==> src/rtl/ifp_map.svh <==
// offsets, field positions, reset values of the force/level/priority block
// assumes: 32-bit register words, byte addressing, 12-bit bus address
`ifndef IFP_MAP_SVH
`define IFP_MAP_SVH

// ****************************************
// register offsets
// ****************************************
`define IFP_OFF_FORCE_HIGH 12'h000
`define IFP_OFF_FORCE_LOW 12'h004
`define IFP_OFF_MASK_HIGH 12'h008
`define IFP_OFF_MASK_LOW 12'h00c
`define IFP_OFF_PEND_HIGH 12'h010
`define IFP_OFF_PEND_LOW 12'h014
`define IFP_OFF_LEVEL_SUM 12'h018
`define IFP_OFF_ACK_LP 12'h01c
// control words: base + 4 * source number
`define IFP_PAGE_ICR 4'h1

// ****************************************
// field positions
// ****************************************
`define IFP_ICR_LVL_MSB 5
`define IFP_ICR_LVL_LSB 3
`define IFP_ICR_PRI_MSB 2
`define IFP_ICR_PRI_LSB 0
`define IFP_ICR_WMASK 8'h3f
`define IFP_FORCE_LOW_WMASK 32'hffff_fffe
`define IFP_ICR_FIRST_RW 6'h08
`define IFP_PRI_MID 4'h8
`define IFP_RANK_MID 4'h7

// ****************************************
// reset values and bus answers
// ****************************************
`define IFP_MASK_RESET 64'hffff_ffff_ffff_ffff
`define IFP_FORCE_RESET 64'h0000_0000_0000_0000
`define IFP_ICR_RESET 8'h00
`define IFP_RESP_OKAY 2'h0
`define IFP_RESP_DECERR 2'h3

`endif

==> src/rtl/ifp_pkg.sv <==
// types shared by the force/level/priority block
// assumes: 64 sources, source 0 unused, sources 1..7 fixed level
package ifp_pkg;

    // one control byte per source
    typedef logic [63:0][7:0] ifp_icr_arr_t;

    // winner of an acknowledge search
    typedef struct packed {
        logic found;
        logic [5:0] src;
        logic [3:0] acked_priority_field;
    } ifp_win_t;

    // whole state of the top module
    typedef struct packed {
        logic awready;
        logic wready;
        logic bvalid;
        logic [1:0] bresp;
        logic aw_held;
        logic [11:0] awaddr;
        logic w_held;
        logic [31:0] wdata;
        logic [3:0] wstrb;
        logic arready;
        logic rvalid;
        logic [31:0] rdata;
        logic [1:0] rresp;
        logic [63:0] force_bits;
        logic [63:0] mask;
        logic [63:0] req_meta;
        logic [63:0] pend;
        logic [7:1] peer_meta;
        logic [7:1] peer;
        logic [7:1] summary;
        logic [2:0] ipl;
        logic ack_done;
        logic [7:0] ack_vector;
        logic [7:0] ack_lp;
        ifp_icr_arr_t icr;
    } ifp_state_t;

endpackage : ifp_pkg

==> src/rtl/ifp_arbiter.sv <==
// search for the best requester within one level
// assumes: control bytes already show fixed sources as level=n, pri=0
`timescale 1ns/10ps
`default_nettype none
`include "ifp_map.svh"

module ifp_arbiter
    import ifp_pkg::*;
(
    // requests and control bytes
    input wire logic [63:0] active,
    input wire ifp_icr_arr_t icr,
    // level under acknowledge
    input wire logic [2:0] level,
    // winner
    output ifp_win_t win
);

    // ****************************************
    // search
    // ****************************************
    // highest rank wins; fixed sources rank between 3 and 4
    always_comb begin
        logic [3:0] rank;
        logic [3:0] best;
        logic fixed;
        rank = 4'h0;
        best = 4'h0;
        fixed = 1'b0;
        win = '0;
        for (int i = 1; i < 64; i++) begin
            fixed = (i < 8);
            rank = fixed ? `IFP_RANK_MID :
                {icr[i][`IFP_ICR_PRI_MSB:`IFP_ICR_PRI_LSB], 1'b0};
            if (active[i] && (level != 3'h0) &&
                icr[i][`IFP_ICR_LVL_MSB:`IFP_ICR_LVL_LSB] == level &&
                (!win.found || rank > best)) begin
                best = rank;
                win.found = 1'b1;
                win.src = 6'(i);
                win.acked_priority_field = fixed ? `IFP_PRI_MID :
                    {1'b0, icr[i][`IFP_ICR_PRI_MSB:`IFP_ICR_PRI_LSB]};
            end
        end
    end

endmodule : ifp_arbiter
`default_nettype wire

==> src/rtl/ifp_top.sv <==
// force, level summary, acknowledge capture and source control registers
// assumes: AXI4-Lite master on aclk, requests from outside the domain,
// acknowledge strobe from the core on aclk
//
// Operation
// - two 32-bit force registers, one bit per source
// - forced requests bypass the mask
// - force registers clear on reset
// - low force bit 0 reserved, kept clear
// - level summary refreshed every cycle
// - summary bit set if level has request
// - merge peer levels, encode 3-bit level
// - acknowledge returns best source vector
// - acknowledge loads level/priority register
// - level bits 6:4, priority bits 3:0
// - priority 8 only for fixed sources
// - control gives level 1-7, priority 0-7
// - controls readable, writable for 8..63 only
// - reset control value disables source
// - level bits 5:3, priority 2:0
// - priority 111b highest, 000b lowest
// - fixed sources midpoint, read priority 000b
// - mask one blocks, all set at reset
// - mask low bit 0 sets all masks
// - pending follows request every clock
//
// Added by the designer: the AXI4-Lite register port and the register addresses.
`timescale 1ns/10ps
`default_nettype none
`include "ifp_map.svh"

module ifp_top
    import ifp_pkg::*;
#(
    // vector of source 0; sources add their number
    parameter logic [7:0] VECTOR_BASE = 8'h40,
    // vector answered when nothing requests at the level
    parameter logic [7:0] SPURIOUS_VECTOR = 8'h18
)(
    // clock and reset
    input wire logic aclk,
    input wire logic aresetn,
    // write address
    input wire logic [11:0] s_axi_awaddr,
    input wire logic s_axi_awvalid,
    output logic s_axi_awready,
    // write data
    input wire logic [31:0] s_axi_wdata,
    input wire logic [3:0] s_axi_wstrb,
    input wire logic s_axi_wvalid,
    output logic s_axi_wready,
    // write response
    output logic [1:0] s_axi_bresp,
    output logic s_axi_bvalid,
    input wire logic s_axi_bready,
    // read address
    input wire logic [11:0] s_axi_araddr,
    input wire logic s_axi_arvalid,
    output logic s_axi_arready,
    // read data
    output logic [31:0] s_axi_rdata,
    output logic [1:0] s_axi_rresp,
    output logic s_axi_rvalid,
    input wire logic s_axi_rready,
    // source request lines, bit 0 unused
    input wire logic [63:0] src_req,
    // level requests of the second controller instance
    input wire logic [7:1] peer_level,
    // acknowledge from the core
    input wire logic ack_req,
    input wire logic [2:0] ack_level,
    // answers to the core
    output logic [2:0] ipl,
    output logic ack_done,
    output logic [7:0] ack_vector,
    // own level summary for the other instance
    output logic [7:1] level_out
);

    // ****************************************
    // parameter check
    // ****************************************
    if (VECTOR_BASE > 8'hc0) begin : g_bad_base
        $error("vector base leaves no room for 64 sources");
    end

    // ****************************************
    // declarations
    // ****************************************
    ifp_state_t s; // registered state
    ifp_state_t next_s; // next state
    ifp_icr_arr_t icr_v; // control bytes as read back
    logic [63:0] active; // requests seen by the search
    logic [7:1] level_hit; // levels with a request
    ifp_win_t win; // acknowledge winner
    logic [31:0] rd_data; // read decode data
    logic [1:0] rd_resp; // read decode answer

    // ****************************************
    // control view
    // ****************************************
    // fixed sources show level = number and priority 000b
    always_comb begin
        icr_v = s.icr;
        icr_v[0] = `IFP_ICR_RESET;
        for (int i = 1; i < 8; i++) begin
            icr_v[i] = {2'b00, 3'(i), 3'b000};
        end
    end

    // ****************************************
    // request path
    // ****************************************
    // force ignores mask
    assign active = ((s.pend & ~s.mask) | s.force_bits) & 64'hffff_ffff_ffff_fffe;

    // per level, one term per source
    for (genvar l = 1; l < 8; l++) begin : g_lvl
        logic [63:0] hit; // sources requesting at level l
        for (genvar i = 0; i < 64; i++) begin : g_src
            assign hit[i] = active[i] &&
                (icr_v[i][`IFP_ICR_LVL_MSB:`IFP_ICR_LVL_LSB] == 3'(l));
        end
        assign level_hit[l] = |hit;
    end

    // ****************************************
    // acknowledge search
    // ****************************************
    ifp_arbiter u_arb (
        .active(active),
        .icr(icr_v),
        .level(ack_level),
        .win(win)
    );

    // ****************************************
    // read decode
    // ****************************************
    // unmapped reads answer decode error with zero data
    always_comb begin
        rd_data = 32'h0000_0000;
        rd_resp = `IFP_RESP_OKAY;
        if (s_axi_araddr[11:8] == `IFP_PAGE_ICR) begin
            rd_data = {24'h00_0000, icr_v[s_axi_araddr[7:2]]};
        end else begin
            unique case ({s_axi_araddr[11:2], 2'b00})
                `IFP_OFF_FORCE_HIGH: rd_data = s.force_bits[63:32];
                `IFP_OFF_FORCE_LOW: rd_data = s.force_bits[31:0];
                `IFP_OFF_MASK_HIGH: rd_data = s.mask[63:32];
                `IFP_OFF_MASK_LOW: rd_data = s.mask[31:0];
                `IFP_OFF_PEND_HIGH: rd_data = s.pend[63:32];
                // bit 0 of pending is reserved
                `IFP_OFF_PEND_LOW: rd_data = {s.pend[31:1], 1'b0};
                `IFP_OFF_LEVEL_SUM: rd_data = {24'h00_0000, s.summary, 1'b0};
                `IFP_OFF_ACK_LP: rd_data = {24'h00_0000, s.ack_lp};
                default: rd_resp = `IFP_RESP_DECERR;
            endcase
        end
    end

    // ****************************************
    // byte lane merge
    // ****************************************
    function automatic logic [31:0] merge(
        input logic [31:0] old,
        input logic [31:0] data,
        input logic [3:0] strb
    );
        logic [31:0] r;
        r = old;
        for (int b = 0; b < 4; b++) begin
            if (strb[b]) begin
                r[8*b +: 8] = data[8*b +: 8];
            end
        end
        return r;
    endfunction : merge

    // ****************************************
    // next state
    // ****************************************
    always_comb begin
        logic [31:0] m; // merged write word
        logic [5:0] idx; // control index of a write
        m = 32'h0000_0000;
        idx = 6'h00;
        next_s = s;
        // synchronisers; first stage read only by second
        next_s.req_meta = src_req;
        next_s.pend = s.req_meta;
        next_s.peer_meta = peer_level;
        next_s.peer = s.peer_meta;

        next_s.summary = level_hit;

        next_s.ipl = 3'h0;
        for (int l = 1; l < 8; l++) begin
            if (s.summary[l] || s.peer[l]) begin
                next_s.ipl = 3'(l);
            end
        end

        // acknowledge answer, one cycle pulse
        next_s.ack_done = 1'b0;
        if (ack_req) begin
            next_s.ack_done = 1'b1;
            next_s.ack_vector = win.found ?
                VECTOR_BASE + {2'b00, win.src} : SPURIOUS_VECTOR;
            next_s.ack_lp = {1'b0, ack_level,
                win.found ? win.acked_priority_field : 4'h0};
        end

        // write response taken
        if (s.bvalid && s_axi_bready) begin
            next_s.bvalid = 1'b0;
        end
        // write address taken
        if (s_axi_awvalid && s.awready) begin
            next_s.aw_held = 1'b1;
            next_s.awaddr = s_axi_awaddr;
        end
        // write data taken
        if (s_axi_wvalid && s.wready) begin
            next_s.w_held = 1'b1;
            next_s.wdata = s_axi_wdata;
            next_s.wstrb = s_axi_wstrb;
        end

        // both halves held: perform the write
        if (s.aw_held && s.w_held && !s.bvalid) begin
            next_s.aw_held = 1'b0;
            next_s.w_held = 1'b0;
            next_s.bvalid = 1'b1;
            next_s.bresp = `IFP_RESP_OKAY;
            idx = s.awaddr[7:2];
            if (s.awaddr[11:8] == `IFP_PAGE_ICR) begin
                if (idx >= `IFP_ICR_FIRST_RW && s.wstrb[0]) begin
                    next_s.icr[idx] = s.wdata[7:0] & `IFP_ICR_WMASK;
                end
            end else begin
                unique case ({s.awaddr[11:2], 2'b00})
                    `IFP_OFF_FORCE_HIGH: begin
                        next_s.force_bits[63:32] =
                            merge(s.force_bits[63:32], s.wdata, s.wstrb);
                    end
                    `IFP_OFF_FORCE_LOW: begin
                        m = merge(s.force_bits[31:0], s.wdata, s.wstrb);
                        next_s.force_bits[31:0] = m & `IFP_FORCE_LOW_WMASK;
                    end
                    // mask high word
                    `IFP_OFF_MASK_HIGH: begin
                        next_s.mask[63:32] =
                            merge(s.mask[63:32], s.wdata, s.wstrb);
                    end
                    // mask low word with mask-all bit
                    `IFP_OFF_MASK_LOW: begin
                        m = merge(s.mask[31:0], s.wdata, s.wstrb);
                        next_s.mask[31:0] = m;
                        if (m[0]) begin
                            next_s.mask = `IFP_MASK_RESET;
                        end
                    end
                    // read-only words ignore writes
                    `IFP_OFF_PEND_HIGH, `IFP_OFF_PEND_LOW,
                    `IFP_OFF_LEVEL_SUM, `IFP_OFF_ACK_LP: begin
                        next_s.bresp = `IFP_RESP_OKAY;
                    end
                    default: next_s.bresp = `IFP_RESP_DECERR;
                endcase
            end
        end
        // ready while the holding slot is free
        next_s.awready = !next_s.aw_held;
        next_s.wready = !next_s.w_held;

        // read data taken
        if (s.rvalid && s_axi_rready) begin
            next_s.rvalid = 1'b0;
        end
        // read address taken, answer next cycle
        if (s_axi_arvalid && s.arready) begin
            next_s.rvalid = 1'b1;
            next_s.rdata = rd_data;
            next_s.rresp = rd_resp;
        end
        next_s.arready = !next_s.rvalid;
    end

    // ****************************************
    // state register
    // ****************************************
    // synchronous reset; everything zero except the masks
    always_ff @(posedge aclk) begin
        if (!aresetn) begin
            s <= '0;
            s.force_bits <= `IFP_FORCE_RESET;
            s.mask <= `IFP_MASK_RESET;
            s.icr <= {64{`IFP_ICR_RESET}};
        end else begin
            s <= next_s;
        end
    end

    // ****************************************
    // outputs
    // ****************************************
    assign s_axi_awready = s.awready;
    assign s_axi_wready = s.wready;
    assign s_axi_bvalid = s.bvalid;
    assign s_axi_bresp = s.bresp;
    assign s_axi_arready = s.arready;
    assign s_axi_rvalid = s.rvalid;
    assign s_axi_rdata = s.rdata;
    assign s_axi_rresp = s.rresp;
    assign ipl = s.ipl;
    assign ack_done = s.ack_done;
    assign ack_vector = s.ack_vector;
    assign level_out = s.summary;

endmodule : ifp_top
`default_nettype wire

==> config.mk <==
export PLATFORM = sky130hd
export DESIGN_NAME = ifp_top
export DESIGN_NICKNAME = d
export VERILOG_FILES = /design/src/rtl/ifp_pkg.sv /design/src/rtl/ifp_arbiter.sv /design/src/rtl/ifp_top.sv
export VERILOG_INCLUDE_DIRS = /design/src /design/src/rtl
export SDC_FILE = /design/constraint.sdc
export NUM_CORES = 2
export LEC_CHECK = 0
export ABC_AREA = 1
export BUFFER_PORTS_ARGS = -buffer_cell sky130_fd_sc_hd__clkbuf_2
export CORE_MARGIN = 3
export CORE_UTILIZATION = 60
export DETAILED_ROUTE_END_ITERATION = 12
export PLACE_DENSITY = 0.78
export SLEW_MARGIN = 20
export SYNTH_ARGS = -nofsm -noshare
export SYNTH_HDL_FRONTEND = slang
export SYNTH_SLANG_ARGS = --single-unit
==> constraint.sdc <==
create_clock -name aclk -period 86.4 [get_ports aclk]
set_input_delay 4.32 -clock aclk [delete_from_list [all_inputs] [get_ports aclk]]
set_output_delay 4.32 -clock aclk [all_outputs]
set_load 0.01 [all_outputs]
## After elaboration in Yosys (flattened, before gate mapping)

Cells that the tools add are included.

- $add $sub $neg: 1
- Order comparisons: 66
- Eq/ne operators: 477
- Muxes and demuxes: 163
- Bitwise logic cells: 4
- Reduce and logical (&&, ||, !) cells: 759

Operator list:

| kind | number |
|---|---|
| 11-bit 2-to-1 mux | 63 |
| 3-bit == test, second input constant | 224 |
| 1-bit logical AND | 589 |
| 512-bit bitwise mux | 1 |
| 57-bit OR reduction | 7 |
| 3-bit by 2-bit == test with 1-bit output, second input constant | 112 |
| 32-bit one-hot mux with 8 select lines | 1 |
| 4-bit 2-to-1 mux | 57 |
| 4-bit > comparator | 55 |
| 3-bit by 1-bit == test with 1-bit output, second input constant | 56 |
| 3-bit == test | 56 |
| 8-bit 2-to-1 mux | 11 |
| 10-bit by 3-bit == test with 1-bit output, second input constant | 8 |
| 1-bit logical OR | 69 |
| 1-bit zero test | 66 |
| 64-bit bitwise AND | 1 |
| 64-bit 2-to-1 mux | 1 |
| 64-bit NOT | 1 |
| 64-bit bitwise OR | 1 |
| 32-bit one-hot mux with 2 select lines | 1 |
| 8-bit binary-select mux with 6-bit select | 1 |
| 8-bit demux with 6-bit select | 1 |
| 4-bit AND reduction | 12 |
| 10-bit by 2-bit == test with 1-bit output, second input constant | 4 |
| 28 further kinds | 72 |

- Bits in registers: 898
- Bits of input ports: 142
- Output and inout bits: 60
- Logic and storage cells: 1,573

## Depth between registers and ports, before layout

- Depth in word-level cells: 257
- Gate-level depth with buffers: 597
- Mapped depth without buffers: 565

## Hierarchy

From an unflattened synthesis, not the netlist that was laid out.

- Cell total of the unflattened synthesis: 7,394
- Area, all modules: 46,968.8 sq um

Modules (own cells, without submodules):

| module | times used | cells each | area each (sq um) | sequential area each (sq um) |
|---|---|---|---|---|
| ifp_top | 1 | 5,040 | 34,144.0 | 14,313.7 |
| ifp_arbiter | 1 | 2,354 | 12,824.8 | 0.0 |

## Worst setup path after synthesis

OpenSTA, ideal clock, no wires.

- Kind: input to register
- From: input port ack_level[0]
- To: register s, in the netlist ack_vector[3]
- Setup time: 0.116 ns
- Data arrival time: 62.684 ns
- Required time: 86.284 ns
- Setup slack: 23.600 ns
- Stages: 583
- Path buffers: 35
- Cells stage by stage: buf_6 -> inv_8 -> nand2_4 -> nor2_1 -> nand2_1 -> nand2_2 -> nor2_2 -> nand3_4 -> clkinv_2 -> ha_1 -> nor2_8 -> a21oi_1 -> inv_1 -> nor2_1 -> inv_1 -> ha_1 -> nand2_1 -> inv_1 -> (+547 left out) -> nand2_1 -> inv_1 -> a221o_1 -> nand2_1 -> nand2_2 -> nand2_4 -> nand2_1 -> o21ai_1 -> ha_1 -> nand2_1 -> inv_1 -> a221o_1 -> nand2_1 -> nand2_2 -> nand2_4 -> nand3_1 -> o211ai_1 -> inv_1

- Word-level cells in the longest chain between the ends: 254
- Elaborated cells between the ends (all ways): 565
- Those cells by class: add/sub (1); order compare (62); eq/ne (63); mux (126); reduce/logical (313)

RTL lines:

| element | RTL line | source |
|---|---|---|
| from (decl) | ifp_top.sv:71 | `input wire logic [2:0] ack_level,` |
| 3-bit nonzero test | ifp_arbiter.sv:35 | `if (active[i] && (level != 3'h0) &&` |
| 1-bit logical AND (2 in series) | ifp_arbiter.sv:35 |  |
| 3-bit 2-to-1 mux or 11-bit 2-to-1 mux (tied branches) | ifp_arbiter.sv:35 |  |
| 3-bit > comparator or 1-bit zero test (tied branches) | ifp_arbiter.sv:37 | `(!win.found \|\| rank > best)) begin` |
| 1-bit logical OR | ifp_arbiter.sv:37 |  |
| 1-bit logical AND | ifp_arbiter.sv:35 |  |
| 3-bit 2-to-1 mux or 11-bit 2-to-1 mux (tied branches) | ifp_arbiter.sv:35 |  |
| 3-bit > comparator or 1-bit zero test (tied branches) | ifp_arbiter.sv:37 |  |
| (+237 left out) | n/a |  |
| 1-bit logical AND | ifp_arbiter.sv:35 |  |
| 4-bit 2-to-1 mux or 11-bit 2-to-1 mux (tied branches) | ifp_arbiter.sv:35 |  |
| 4-bit > comparator or 1-bit zero test (tied branches) | ifp_arbiter.sv:37 |  |
| 1-bit logical OR | ifp_arbiter.sv:37 |  |
| 1-bit logical AND | ifp_arbiter.sv:35 |  |
| 11-bit 2-to-1 mux (*) | ifp_arbiter.sv:35 |  |
| 7-bit by 6-bit adder with 8-bit output | ifp_top.sv:209 | `VECTOR_BASE + {2'b00, win.src} : SPURIOUS_VECTOR;` |
| 8-bit 2-to-1 mux (*) | ifp_top.sv:208 | `next_s.ack_vector = win.found ?` |
| to (signal assigned) | ifp_top.sv:301 | `s <= next_s;` |
| to (decl) | ifp_top.sv:90 | `ifp_state_t s;` |

Mark *: on every way between the ends. The rest lies on a longest branch, timed or not.
A chain may end at the register's enable or synchronous reset.

## Worst setup path in the final report

- From: input port ack_level[2]
- To: register s, in the netlist ack_vector[2]

Same word-level chain as after synthesis.

==> results.json <==
{
  "outcome": "complete, no violations",
  "startpoint_type": "input port",
  "fin_hold_ws_ps": 411,
  "place.detailed.hpwl_mm": 128,
  "root_buffer": "clkbuf_16",
  "fin_cells": 7668,
  "slew_headroom": 0.165,
  "crit_buf_inv": 65,
  "ys.flop_type": "dfxtp_1",
  "num_vias": 48597,
  "drt-total-wl_mm": 178,
  "async_flop_share": 0,
  "drtIter0Drc": 6822,
  "total_power_mw": 0.749,
  "pwr-share-seq": 0.452,
  "synthCells": 6661,
  "routedWlPerCell_um": 23.2,
  "drc": 0,
  "cpPeakStageDelay_ps": 500,
  "final_cell_mix": "nand2_1, inv_1, dfxtp_1, o21ai_0, a21oi_1",
  "syn2layout_area_growth_pct": 8.18,
  "grt_pass1_wl_mm": 263,
  "comb_power_share": 0.072,
  "dp_cells": 7526,
  "crit_fanout": 29,
  "worstSetupEndpointType": "flip-flop",
  "clock-sinks": 715,
  "rsz0062_at_grt": "false",
  "start_util": 0.608,
  "gp_congestion": 1.04,
  "syn_area_per_cell_um2": 6.69,
  "yosysUniqueCellTypes": 78,
  "ys_seq_elements": 715,
  "critical_path_arrival_ps": 70480,
  "viasPerCell": 6.34,
  "critical-path-slowest-cell": "buf_4",
  "fin_nets": 6906,
  "cts_resized": 0,
  "cts_made_buffers": 77,
  "synth_edf_count": 0,
  "worst_pin_slew_ps": 1250,
  "hold_violations": 0,
  "placementRows": 99,
  "portBuffers": 195,
  "finalCriticalPeriod_ps": 69980,
  "clkSlewWorstSetupHoldPaths_ps": 60,
  "fillers": 6693,
  "post_cts_buffers": 0,
  "grt_max_degree": 198,
  "cts_hold_buffers": 0,
  "hold_path_class": "flip-flop to flip-flop",
  "overflow": 0,
  "timing.fmax_mhz": 14.3,
  "yosysWarnings": 0,
  "finalCritPeriodShare": 0.810,
  "final_max_slew_viol_count": 0,
  "cts_tree": "yes",
  "power_leakage_nw": 22.1,
  "first_pass_iters": 9,
  "yosysSeqAreaShare": 0.321,
  "ir_drop_uv": 25.7,
  "path_class": "input port to flip-flop",
  "clkPwrFrac": 0.476,
  "clk_latency_ps": 660,
  "fp.coreArea_mm2": 0.0733,
  "setup_tns_ps": 0,
  "p_sw_frac": 0.261,
  "cpMostUsedCell": "nand2_1",
  "htreeDepth": 3,
  "io_pins": 202,
  "p_int_mw": 0.554,
  "path_delay_family": "simple AND/OR/NAND/NOR gates",
  "die_h_um": 279,
  "die_w_um": 279,
  "layout_commonest_cell": "nand2_1",
  "cts_buffer_depth": 3,
  "antenna_found_initial": 6,
  "synth_nets": 6920,
  "switchingPower_mw": 0.196,
  "drtAntennaViolNets": 0,
  "netlist_area_mm2": 0.0446,
  "drive_above_1_share": 0.101,
  "grt_pass1_vias": 43674,
  "crit_required_ps": 86900,
  "fin_skew_ps": 35.3,
  "power_density_mw_per_mm2": 15.5,
  "setup_viol": 0,
  "die_area_mm2": 0.0776,
  "groute.usage.overall": 0.440,
  "cap_violations": 0
}
==> metal layers <==
metal | vias to the layer above | share of wire | GRT usage
met5 | - | 0.00033 | 0
met4 | 8 | 0.070 | 0.265
met3 | 597 | 0.13 | 0.112
met2 | 3094 | 0.41 | 0.650
met1 | 22279 | 0.39 | 0.579
li1 | 22619 | - | -
==> logic make-up after synthesis <==
family	Yosys count	synth area share
other cells	1	0.0000841
buf+inv	1396	0.132
simple gates	2523	0.254
xor+xnor	79	0.0155
flops	715	0.321
fa+ha+maj	117	0.0328
compound gates	1830	0.244
==> synthesized netlist by cell type (45+ instances only) <==
library cell	n	area (um2)
a21oi_1	551	2760
a221oi_1	63	552
buf_4	65	488
clkbuf_1	233	875
dfxtp_1	715	14300
ha_1	117	1460
inv_1	933	3500
inv_2	57	214
nand2_1	1190	4470
nand2_2	133	832
nand3_1	305	1530
nand4_1	231	1450
nor2_1	434	1630
nor3_1	77	385
nor4_1	88	551
o211ai_1	75	563
o21ai_0	639	3200
o221ai_1	45	394
o22ai_1	164	1030
xor2_1	54	473
==> flip-flops by register name (all words and copies together), names as in the netlist <==
register       count
s_axi_arready      1
level_out          7
s_axi_rvalid       1
s_axi_rdata       32
s_axi_bvalid       1
s_axi_rresp        1
s                252
icr_v            336
ipl                3
next_s            70
ack_vector         7
s_axi_wready       1
s_axi_bresp        1
s_axi_awready      1
ack_done           1
==> final timing paths <==
check / start / endpoint / slack, ps / cells past startpoint
min reg2reg: next_s[593] / s[593] / 410 / 2
min: next_s[593] / s[593] / 410 / 2
max reg2reg: s[688] / ack_vector[2] / 19980 / 521
max: ack_level[2] / ack_vector[2] / 16420 / 522
==> power by group through the flow <==
stage / clock network (mW) / logic [mW] / registers [mW]
after floorplan: 0 / 0.0299 / 0.345
after global placement: 0 / 0.0504 / 0.346
after detailed placement: 0 / 0.0510 / 0.346
after CTS: 0.356 / 0.0513 / 0.338
after global routing: 0.368 / 0.0563 / 0.339
final: 0.356 / 0.0543 / 0.339
==> worst register-to-register path, delay by kind of cell, from the launching register on <==
kind / cells / cell delay, ps
flops: 1 / 340
fa+ha+maj: 56 / 18020
simple gates: 336 / 30030
buf+inv: 64 / 2990
compound gates: 65 / 14850
==> area by class of cell <==
cell class | instances | area (um2) | share of cell area
clock inverter | 29 | 548 | 0.0114
tap | 959 | 1200 | 0.0249
timing repair buffer | 271 | 1570 | 0.0325
multi-input combinational | 4550 | 24500 | 0.507
inverter | 1032 | 3940 | 0.0816
clock buffer | 107 | 2180 | 0.0452
sequential | 715 | 14300 | 0.297
antenna | 5 | 12.5 | 0.000259
==> metrics by stage <==
| step | utilization | cell area, um2 | worst slack [ps] |
|---|---|---|---|
| 2_1_floorplan | - | 44600 | 23600 |
| 3_3_place_gp | 0.620 | 45500 | 17550 |
| 3_5_place_dp | 0.620 | 45500 | 16420 |
| 4_1_cts | 0.657 | 48200 | 16820 |
| 5_1_grt | 0.658 | 48200 | 8250 |
| 6_report | 0.658 | 48200 | 16420 |
No activity file was read; power rests on OpenSTA's default activity.
